===== src/inc/dmasc_pkg.sv =====
// Function
// Sync field selects one of four gating modes
// Mode zero transfers freely, ignores all interrupts
// Internal gating never alters interrupt-enable bits
// Source mode: read waits for enabled interrupt
// Destination mode ignores interrupts until read done
// Destination mode: write waits for enabled interrupt
// Both mode: read on one, write next
// Count zero raises completion if irq enabled
// CPU sees completion only with enable bit
// Count zero stops engine when terminate set
// Software sets terminate equal to irq enable
// Both set: notify then stay halted, ready
// Control, address, count registers are bus mapped
// Clearing start field halts the engine
// Reset leaves engine halted, nothing running
// Software configures with start zero, then starts
// Interrupts latched; control reset clears latch
// CPU wins every conflict; engine waits
// On-chip accesses happen in third clock phase
// Each transfer is one read then write
// Every moved element is a 32-bit word
// Count per write; addresses step per access
// Restart finishes any pending transfer first
// External to same external: two plus waits each
// On-chip to external: one setup cycle first
package dmasc_pkg;
	localparam int DATA_W = 32;
	localparam int ADDR_W = 24;
	localparam int WAIT_W = 4;
	// Sync modes
	localparam logic [1:0] SYNC_NONE = 2'h0;
	localparam logic [1:0] SYNC_SRC  = 2'h1;
	localparam logic [1:0] SYNC_DST  = 2'h2;
	localparam logic [1:0] SYNC_BOTH = 2'h3;
	// Start field values
	localparam logic [1:0] START_RUN = 2'h3;
	// Bit of the interrupt-enable register for CPU completion
	localparam int IE_CPU_DMA_BIT = 10;
	// Bus region codes
	localparam logic [1:0] REG_ONCHIP = 2'h0;
	localparam logic [1:0] REG_PRIM   = 2'h1;
	localparam logic [1:0] REG_EXP    = 2'h2;
	// Clock phases per processor cycle and the on-chip phase
	localparam logic [1:0] PHASE_LAST  = 2'h3;
	localparam logic [1:0] PHASE_ONCHP = 2'h2;
	// Fixed external access cycles before wait states
	localparam logic [WAIT_W:0] EXT_BASE = 5'h2;
	localparam logic [WAIT_W:0] SETUP_CYC = 5'h1;
	// Reset values
	localparam logic [ADDR_W-1:0] ADDR_RST = 24'h000000;
	localparam logic [ADDR_W-1:0] CNT_RST  = 24'h000000;
	typedef enum logic [2:0] {
		DMASC_IDLE  = 3'h0,
		DMASC_SETUP = 3'h1,
		DMASC_RWAIT = 3'h3,
		DMASC_READ  = 3'h2,
		DMASC_WWAIT = 3'h6,
		DMASC_WRITE = 3'h7
	} dmasc_state_t;
endpackage


===== src/core/dmasc_access_timer.sv =====
`timescale 1ns/1ps
// Counts the length of one bus access: on-chip accesses wait for the
// third phase, external ones take a base count plus wait states.
module dmasc_access_timer
	import dmasc_pkg::*;
(
	// Clock and reset
	input  wire logic              clk,
	input  wire logic              rst_n,
	// Access request
	input  wire logic              start,
	input  wire logic [1:0]        region,
	input  wire logic [WAIT_W-1:0] waits,
	input  wire logic [1:0]        phase,
	input  wire logic              cpu_conflict,
	// Completion
	output logic                   done
);
	logic [WAIT_W:0] cnt;        // Cycles left in access
	logic [WAIT_W:0] next_cnt;
	logic            busy;       // Access in flight
	logic            next_busy;
	logic            onchip;     // Current access is on-chip
	logic            next_onchip;

	// Next-state for the access counter
	always_comb begin
		next_cnt    = cnt;
		next_busy   = busy;
		next_onchip = onchip;
		done        = 1'b0;
		if (start && !busy) begin
			next_busy   = 1'b1;
			next_onchip = (region == REG_ONCHIP);
			next_cnt    = EXT_BASE + {1'b0, waits} - 5'h1;
		end else if (busy && !cpu_conflict) begin
			if (onchip) begin
				// Single-cycle, taken only in the third phase
				if (phase == PHASE_ONCHP) begin
					done      = 1'b1;
					next_busy = 1'b0;
				end
			end else if (cnt == 5'h0) begin
				done      = 1'b1;
				next_busy = 1'b0;
			end else begin
				next_cnt = cnt - 5'h1;
			end
		end
	end

	// Register the counter
	always_ff @(posedge clk or negedge rst_n) begin
		if (!rst_n) begin
			cnt    <= 5'h0;
			busy   <= 1'b0;
			onchip <= 1'b0;
		end else begin
			cnt    <= next_cnt;
			busy   <= next_busy;
			onchip <= next_onchip;
		end
	end
endmodule


===== src/core/dmasc_top.sv =====
`timescale 1ns/1ps
// Single-channel transfer sequencer with interrupt gating.
module dmasc_top
	import dmasc_pkg::*;
(
	// Clock and reset
	input  wire logic              CLOCK,
	input  wire logic              RST_N,
	// Global control fields
	input  wire logic [1:0]        START_FIELD,
	input  wire logic [1:0]        SYNC_SELECT,
	input  wire logic              COUNT_ZERO_IRQ_ENABLE,
	input  wire logic              COUNT_ZERO_TERMINATE,
	input  wire logic              SOURCE_STEP_UP,
	input  wire logic              SOURCE_STEP_DOWN,
	input  wire logic              DEST_STEP_UP,
	input  wire logic              DEST_STEP_DOWN,
	input  wire logic              CONTROL_RESET,
	// Address and count load
	input  wire logic              LOAD_REGS,
	input  wire logic [ADDR_W-1:0] SOURCE_INIT,
	input  wire logic [ADDR_W-1:0] DEST_INIT,
	input  wire logic [ADDR_W-1:0] COUNT_INIT,
	// Bus regions and wait states
	input  wire logic [1:0]        SOURCE_REGION,
	input  wire logic [1:0]        DEST_REGION,
	input  wire logic [WAIT_W-1:0] READ_WAITS,
	input  wire logic [WAIT_W-1:0] WRITE_WAITS,
	// Interrupts and enables
	input  wire logic [15:0]       IRQ_IN,
	input  wire logic [31:0]       IRQ_ENABLE_REGISTER,
	// CPU contention
	input  wire logic              CPU_CONFLICT,
	// Memory side
	input  wire logic [DATA_W-1:0] READ_DATA,
	output logic                   READ_STROBE,
	output logic                   WRITE_STROBE,
	output logic [ADDR_W-1:0]      BUS_ADDR,
	output logic [DATA_W-1:0]      WRITE_DATA,
	// Status
	output logic [ADDR_W-1:0]      SOURCE_ADDR,
	output logic [ADDR_W-1:0]      DEST_ADDR,
	output logic [ADDR_W-1:0]      TRANSFER_COUNT,
	output logic                   RUNNING,
	output logic                   CPU_DONE_IRQ
);
	// Internal state
	dmasc_state_t      state;         // Sequencer state
	dmasc_state_t      next_state;
	logic [ADDR_W-1:0] src;           // Source address
	logic [ADDR_W-1:0] next_src;
	logic [ADDR_W-1:0] dst;           // Destination address
	logic [ADDR_W-1:0] next_dst;
	logic [ADDR_W-1:0] cnt;           // Transfer count
	logic [ADDR_W-1:0] next_cnt;
	logic [DATA_W-1:0] data;          // Word held between read and write
	logic [DATA_W-1:0] next_data;
	logic              latched;       // Latched interrupt request
	logic              next_latched;
	logic              pending;       // Read done, write outstanding
	logic              next_pending;
	logic              irq;           // Completion pulse register
	logic              next_irq;
	logic              rd_stb;
	logic              next_rd_stb;
	logic              wr_stb;
	logic              next_wr_stb;
	logic [ADDR_W-1:0] addr;
	logic [ADDR_W-1:0] next_addr;
	logic              setup_done;    // One setup cycle taken this run
	logic              next_setup_done;
	logic [1:0]        phase;         // Clock phase within processor cycle
	logic [1:0]        next_phase;
	// Synchronised interrupt lines
	logic [15:0]       irq_meta;
	logic [15:0]       irq_sync;
	logic [15:0]       irq_prev;
	// Timer handshake
	logic              acc_start;
	logic [1:0]        acc_region;
	logic [WAIT_W-1:0] acc_waits;
	logic              acc_done;
	logic              run;
	logic              gate_open;
	logic              new_irq;
	logic              running;       // Registered busy status for the RUNNING pin
	logic              next_running;

	// Step an address up, down or not at all
	function automatic logic [ADDR_W-1:0] step_addr(input logic [ADDR_W-1:0] a,
		input logic up, input logic down);
		if (up)
			step_addr = a + 24'h000001;
		else if (down)
			step_addr = a - 24'h000001;
		else
			step_addr = a;
	endfunction

	// Two-flop synchroniser for the external interrupt lines
	always_ff @(posedge CLOCK or negedge RST_N) begin
		if (!RST_N) begin
			irq_meta <= 16'h0000;
			irq_sync <= 16'h0000;
			irq_prev <= 16'h0000;
		end else begin
			irq_meta <= IRQ_IN;
			irq_sync <= irq_meta;
			irq_prev <= irq_sync;
		end
	end

	// Rising edge on a line the DMA half of the enable register allows.
	// The enable register is only read, never written, so internal
	// gating leaves its bits untouched.
	assign new_irq = |(irq_sync & ~irq_prev & IRQ_ENABLE_REGISTER[31:16]);
	assign run     = (START_FIELD == START_RUN);

	// Gate decision: which access may go now in the current mode
	always_comb begin
		gate_open = 1'b0;
		case (SYNC_SELECT)
			SYNC_NONE: gate_open = 1'b1;
			SYNC_SRC:  gate_open = pending ? 1'b1 : latched;
			SYNC_DST:  gate_open = pending ? latched : 1'b1;
			SYNC_BOTH: gate_open = latched;
			default:   gate_open = 1'b0;
		endcase
	end

	// Region and waits for the next access
	always_comb begin
		acc_region = pending ? DEST_REGION : SOURCE_REGION;
		acc_waits  = pending ? WRITE_WAITS : READ_WAITS;
		// A write access starts only when its gate opens, so a held write never runs the timer early
		acc_start  = (state == DMASC_RWAIT) || (state == DMASC_WWAIT && gate_open && run);
	end

	// Access timer
	dmasc_access_timer u_timer (
		.clk          (CLOCK),
		.rst_n        (RST_N),
		.start        (acc_start),
		.region       (acc_region),
		.waits        (acc_waits),
		.phase        (phase),
		.cpu_conflict (CPU_CONFLICT),
		.done         (acc_done)
	);

	// Sequencer next-state
	always_comb begin
		next_state      = state;
		next_src        = src;
		next_dst        = dst;
		next_cnt        = cnt;
		next_data       = data;
		next_latched    = latched;
		next_pending    = pending;
		next_irq        = 1'b0;
		next_rd_stb     = 1'b0;
		next_wr_stb     = 1'b0;
		next_addr       = addr;
		next_setup_done = setup_done;
		next_phase      = (phase == PHASE_LAST) ? 2'h0 : phase + 2'h1;
		// Latch interrupts; mode zero and ungated windows ignore them
		if (new_irq && SYNC_SELECT != SYNC_NONE)
			next_latched = 1'b1;
		if (SYNC_SELECT == SYNC_DST && !pending)
			next_latched = 1'b0;
		// Source mode: once a read is triggered, events are ignored until the word is done
		if (SYNC_SELECT == SYNC_SRC && state != DMASC_IDLE && state != DMASC_SETUP)
			next_latched = 1'b0;
		if (LOAD_REGS) begin
			next_src = SOURCE_INIT;
			next_dst = DEST_INIT;
			next_cnt = COUNT_INIT;
		end
		case (state)
			DMASC_IDLE: begin
				if (run && !LOAD_REGS) begin
					// A pending write resumes first after a restart
					next_state = pending ? DMASC_WWAIT : DMASC_SETUP;
				end
			end
			DMASC_SETUP: begin
				if (!run)
					next_state = DMASC_IDLE;
				else if (gate_open) begin
					// On-chip to external spends one setup cycle per run
					if (!setup_done && SOURCE_REGION == REG_ONCHIP && DEST_REGION != REG_ONCHIP)
						next_setup_done = 1'b1;
					else begin
						next_state = DMASC_RWAIT;
						// Address stands for the whole access so the far side can answer
						next_addr  = src;
						if (SYNC_SELECT != SYNC_NONE)
							next_latched = 1'b0;
					end
				end
			end
			DMASC_RWAIT: begin
				next_state = DMASC_READ;
			end
			DMASC_READ: begin
				if (acc_done) begin
					next_data    = READ_DATA;
					next_rd_stb  = 1'b1;
					next_src     = step_addr(src, SOURCE_STEP_UP, SOURCE_STEP_DOWN);
					next_pending = 1'b1;
					next_state   = run ? DMASC_WWAIT : DMASC_IDLE;
				end
			end
			DMASC_WWAIT: begin
				if (!run)
					next_state = DMASC_IDLE;
				else if (gate_open) begin
					next_state = DMASC_WRITE;
					next_addr  = dst;
					if (SYNC_SELECT != SYNC_NONE)
						next_latched = 1'b0;
				end
			end
			DMASC_WRITE: begin
				if (acc_done) begin
					next_wr_stb  = 1'b1;
					next_dst     = step_addr(dst, DEST_STEP_UP, DEST_STEP_DOWN);
					next_cnt     = cnt - 24'h000001;
					next_pending = 1'b0;
					next_state   = DMASC_SETUP;
					if (cnt == 24'h000001) begin
						// CPU sees completion only with its enable bit
						next_irq = COUNT_ZERO_IRQ_ENABLE && IRQ_ENABLE_REGISTER[IE_CPU_DMA_BIT];
						if (COUNT_ZERO_TERMINATE)
							next_state = DMASC_IDLE;
					end
					if (!run)
						next_state = DMASC_IDLE;
				end
			end
			default: next_state = DMASC_IDLE;
		endcase
		// Wait for a re-arm after termination so a halted run does not restart itself
		if (state == DMASC_IDLE && cnt == 24'h000000 && COUNT_ZERO_TERMINATE)
			next_state = DMASC_IDLE;
		// Control reset drops latched request and pending work
		if (CONTROL_RESET) begin
			next_latched    = 1'b0;
			next_pending    = 1'b0;
			next_setup_done = 1'b0;
			next_state      = DMASC_IDLE;
		end
		if (state == DMASC_IDLE && !run)
			next_setup_done = 1'b0;
		// Busy status follows the next state, so the pin matches the state register
		next_running = (next_state != DMASC_IDLE);
	end

	// Register the sequencer; reset leaves it halted
	always_ff @(posedge CLOCK or negedge RST_N) begin
		if (!RST_N) begin
			state      <= DMASC_IDLE;
			src        <= ADDR_RST;
			dst        <= ADDR_RST;
			cnt        <= CNT_RST;
			data       <= 32'h00000000;
			latched    <= 1'b0;
			pending    <= 1'b0;
			irq        <= 1'b0;
			rd_stb     <= 1'b0;
			wr_stb     <= 1'b0;
			addr       <= ADDR_RST;
			setup_done <= 1'b0;
			phase      <= 2'h0;
			running    <= 1'b0;
		end else begin
			state      <= next_state;
			src        <= next_src;
			dst        <= next_dst;
			cnt        <= next_cnt;
			data       <= next_data;
			latched    <= next_latched;
			pending    <= next_pending;
			irq        <= next_irq;
			rd_stb     <= next_rd_stb;
			wr_stb     <= next_wr_stb;
			addr       <= next_addr;
			setup_done <= next_setup_done;
			phase      <= next_phase;
			running    <= next_running;
		end
	end

	// Status outputs are the registers themselves
	always_comb begin
		READ_STROBE    = rd_stb;
		WRITE_STROBE   = wr_stb;
		BUS_ADDR       = addr;
		WRITE_DATA     = data;
		SOURCE_ADDR    = src;
		DEST_ADDR      = dst;
		TRANSFER_COUNT = cnt;
		RUNNING        = running;
		CPU_DONE_IRQ   = irq;
	end
endmodule


===== config.mk =====
export PLATFORM = sky130hd
export DESIGN_NAME = dmasc_top
export DESIGN_NICKNAME = d
export VERILOG_FILES = /design/src/inc/dmasc_pkg.sv /design/src/core/dmasc_access_timer.sv /design/src/core/dmasc_top.sv
export SDC_FILE = /design/constraint.sdc
export NUM_CORES = 1
export LEC_CHECK = 0
export BUFFER_PORTS_ARGS = -buffer_cell sky130_fd_sc_hd__buf_2
export CAP_MARGIN = 15
export CORE_AREA = 2 2 142 144
export CTS_CLUSTER_DIAMETER = 80
export CTS_CLUSTER_SIZE = 40
export DETAILED_ROUTE_END_ITERATION = 10
export DIE_AREA = 0 0 144 146
export PLACE_DENSITY = 0.81
export SKIP_LAST_GASP = 1
export SLEW_MARGIN = 0
export SYNTH_ARGS = -nofsm -noshare
export SYNTH_HDL_FRONTEND = slang
export SYNTH_HIERARCHICAL = 1
export SYNTH_SLANG_ARGS = --single-unit

===== constraint.sdc =====
create_clock -name CLOCK -period 4.4 [get_ports CLOCK]
set_input_delay 0.88 -clock CLOCK [delete_from_list [all_inputs] [get_ports CLOCK]]
set_output_delay 0.88 -clock CLOCK [all_outputs]
set_load 0.005 [all_outputs]

==> impl_metrics.py <==
metrics = {
    "timing": {
        "clock_skew_ns": 0.0136,
        "setup_viol": 0,
        "rsz0062_at_grt": "no",
        "fmax_ghz": 0.288,
        "slew_violations": 0,
        "max_slew_margin": 0.362,
        "hold_viol": 0,
        "setup_tns_ns": 0,
        "fin_crit_sh": 0.789,
        "whs_ns": 0.350,
        "timing.final.crit_period_ns": 3.47,
        "tightest_slew_ns": 0.958,
    },
    "final_layout": {
        "instances_no_fill": 1651,
        "area_growth_pct": 22.5,
        "drive_above_1_share": 0.292,
        "final_common_cell": "buf_2",
        "nets": 1598,
        "final_cell_mix": "buf_2 (294), dfrtp_1 (195), a21oi_1 (121), nor2_1 (101), nand2_1 (69)",
    },
    "power": {
        "combPwrFrac": 0.224,
        "power_switching_mw": 1.50,
        "p_leak_nw": 6.39,
        "clkPwrFrac": 0.330,
        "p_per_area_nw_per_um2": 358,
        "internal_power_mw": 3.16,
        "irDropWorstVdd_mv": 0.260,
        "power.share.sequential": 0.446,
        "p_sw_frac": 0.321,
    },
    "yosys": {
        "ys_warn_count": 6,
        "synth.top_cell.area_share": 0.460,
        "synth_area_leaders": "dfrtp_1 (46%), ha_1 (5.9%), a21oi_1 (5.8%)",
        "synth_fp_nets": 1312,
        "postSynth.asyncResetShare": 1.00,
        "synthesis.area_um2": 10600,
        "synth_edf_count": 0,
        "synth.largest_area_cell": "dfrtp_1",
        "yosysSeqAreaShare": 0.460,
        "synth_cell_types": 77,
        "netlist_instances": 1081,
        "ys_ff_latch": 195,
        "synthFlopType": "dfrtp_1",
        "avgSynthCellArea_um2": 9.82,
    },
    "clock_tree": {
        "cts_made_buffers": 17,
        "clk_pin_slew_ns": 0.08,
        "postCtsHoldBufs": 0,
        "clkLatencyLatePin_ns": 0.43,
        "cts_root_buf": "clkbuf_16",
        "postCtsSetupBuffers": 0,
        "cts_max_level": 4,
        "cts_resized": 0,
        "cts_num_sinks": 195,
        "cts_tree": "yes",
        "cts.path.max_buffers": 2,
    },
    "route": {
        "viasPerCell": 5.93,
        "drt_drc_violations_left": 0,
        "wirelength_mm": 31.4,
        "ant_nets": 0,
        "vias": 9787,
        "first_pass_iters": 5,
        "drt_iter0_drc": 630,
        "wire_per_inst_um": 19.0,
    },
    "global_routing": {
        "antenna_found_initial": 7,
        "track_usage": 0.302,
        "grt_pass1_wl_mm": 49.8,
        "grt-ovfl-total": 0,
        "grt_pass1_vias": 9762,
        "grt_max_degree": 118,
    },
    "worst_setup_path": {
        "cp_slowest_cell": "nand2_1",
        "path_cells": "inv_1, ha_1, or4b_1, o21ai_0, and3_2, nand4_1, buf_4, nand2_1, buf_4, o22ai_1, a21oi_1",
        "regToRegStartpoint": "u_timer/cnt[0]$_DFFE_PN0P_",
        "worstSetupPathType": "flip-flop to flip-flop",
        "startpoint": "u_timer/cnt[0]$_DFFE_PN0P_",
        "path_buf_inv": 3,
        "slowest_delay_ns": 0.61,
        "critPathMostFrequentCell": "buf_4",
        "cp_max_fo": 39,
        "crit_path_start_kind": "flip-flop",
        "crit_family": "simple AND/OR/NAND/NOR gates",
        "endpoint_kind": "flip-flop",
        "required_ns": 4.75,
        "arrival_ns": 3.82,
    },
    "floorplanning": {
        "coreArea_um2": 19300,
        "rows": 51,
        "die_w_um": 144,
        "die_h_um": 146,
        "io_pins": 311,
        "start_util": 0.549,
        "die-area_um2": 21000,
    },
    "placed_design": {
        "dpl.cell_count": 1611,
        "gp_congestion": 0.916,
        "numPortBuffers": 295,
        "hpwl_mm": 23.5,
    },
    "run_status": {
        "status": "complete, no violations",
    },
    "hold_path": {
        "min-delay-start": "irq_meta[15]$_DFF_PN0_",
        "hold_path_class": "flip-flop to flip-flop",
    },
    "job": {
        "maxCapViolCount": 0,
    },
}
==> sequential cells by signal (all words and copies together), names as in the netlist <==
signal	cells
u_timer/busy	1
setup_done	1
irq_sync	16
TRANSFER_COUNT	24
BUS_ADDR	24
state	3
irq_meta	16
READ_STROBE	1
CPU_DONE_IRQ	1
WRITE_DATA	32
irq_prev	16
DEST_ADDR	24
SOURCE_ADDR	24
RUNNING	1
phase	2
u_timer/onchip	1
WRITE_STROBE	1
latched	1
u_timer/cnt	5
pending	1
==> cell families (layout without fill, tap and decap cells) <==
group                    count (synthesis)  in the layout  share of synthesized area
XOR/XNOR                                38             38                     0.0314
multiplexers                            72             72                     0.0726
AO/OA/AOI/OAI                          363            363                      0.216
buffers and inverters                   79            378                     0.0305
AND/OR/NAND/NOR                        282            282                      0.127
adder cells (fa/ha/maj)                 52             52                     0.0627
flip-flops                             195            195                      0.460
other                                    0              6                          0
==> cell usage after synthesis (5+ instances only) <==
cell and number:
buf_2 11, nand3_1 22, a21oi_1 122, dfrtp_1 195, a22oi_1 13, nand4_1 7, or3_1 5, clkbuf_1 30
mux2i_1 32, o31ai_1 5, o21bai_1 8, nor4_1 5, o211ai_1 11, nor2b_1 6, xnor2_1 20, a21o_1 22
o21ai_1 7, inv_1 33, nor3_1 28, xor2_1 18, o21a_1 11, o21ai_0 57, nor3b_1 5, ha_1 50
nand2_1 69, mux2_2 40, a31oi_1 15, a221o_1 7, a211oi_1 6, o22ai_1 40, nor2_1 101
==> metal layers <==
metal | part of all wire | vias to the layer above | GRT usage
li1 | - | 4574 | -
met2 | 0.48 | 445 | 0.485
met3 | 0.078 | 72 | 0.0605
met1 | 0.40 | 4694 | 0.391
met5 | 0.00041 | - | 0
met4 | 0.038 | 2 | 0.142
==> worst paths after layout <==
kind,to,slack (ns),cells after the start
worst max-delay path,DEST_ADDR[2]$_DFFE_PN0P_,0.93,11
worst min-delay path,irq_sync[15]$_DFF_PN0_,0.35,0
worst max register to register,DEST_ADDR[2]$_DFFE_PN0P_,0.93,11
worst min register to register,irq_sync[15]$_DFF_PN0_,0.35,0
max in group asynchronous,irq_prev[0]$_DFF_PN0_,2.83,2
min in group asynchronous,irq_meta[7]$_DFF_PN0_,0.55,1
==> per-stage QoR <==
| step | total power, mW | worst slack, ns | utilization | area [um^2] |
|---|---|---|---|---|
| floorplan | 2.70 | 1.11 | - | 10600 |
| global placement | 3.10 | 0.630 | 0.640 | 12400 |
| detailed placement | 3.13 | 0.590 | 0.640 | 12400 |
| CTS | 4.68 | 0.601 | 0.670 | 13000 |
| global route | 4.89 | 0.691 | 0.672 | 13000 |
| finish | 4.66 | 0.927 | 0.672 | 13000 |
==> area by class of cell <==
cell class,count,area [um^2]
Antenna cell,6,15.0
Clock buffer,18,429
Clock inverter,14,158
Fill cell,1553,6340
Inverter,33,124
Multi-Input combinational cell,807,5420
Sequential cell,195,4880
Tap cell,265,332
Timing Repair Buffer,313,1640
==> power groups by stage <==
stage | clock, mW | sequential (mW) | combinational [mW]
CTS | 1.57 | 2.07 | 1.03
floorplan | 0 | 2.08 | 0.626
finish | 1.54 | 2.08 | 1.04
global route | 1.64 | 2.09 | 1.16
global placement | 0 | 2.10 | 1.01
detailed placement | 0 | 2.11 | 1.03
(Power assumes the default switching activity.)
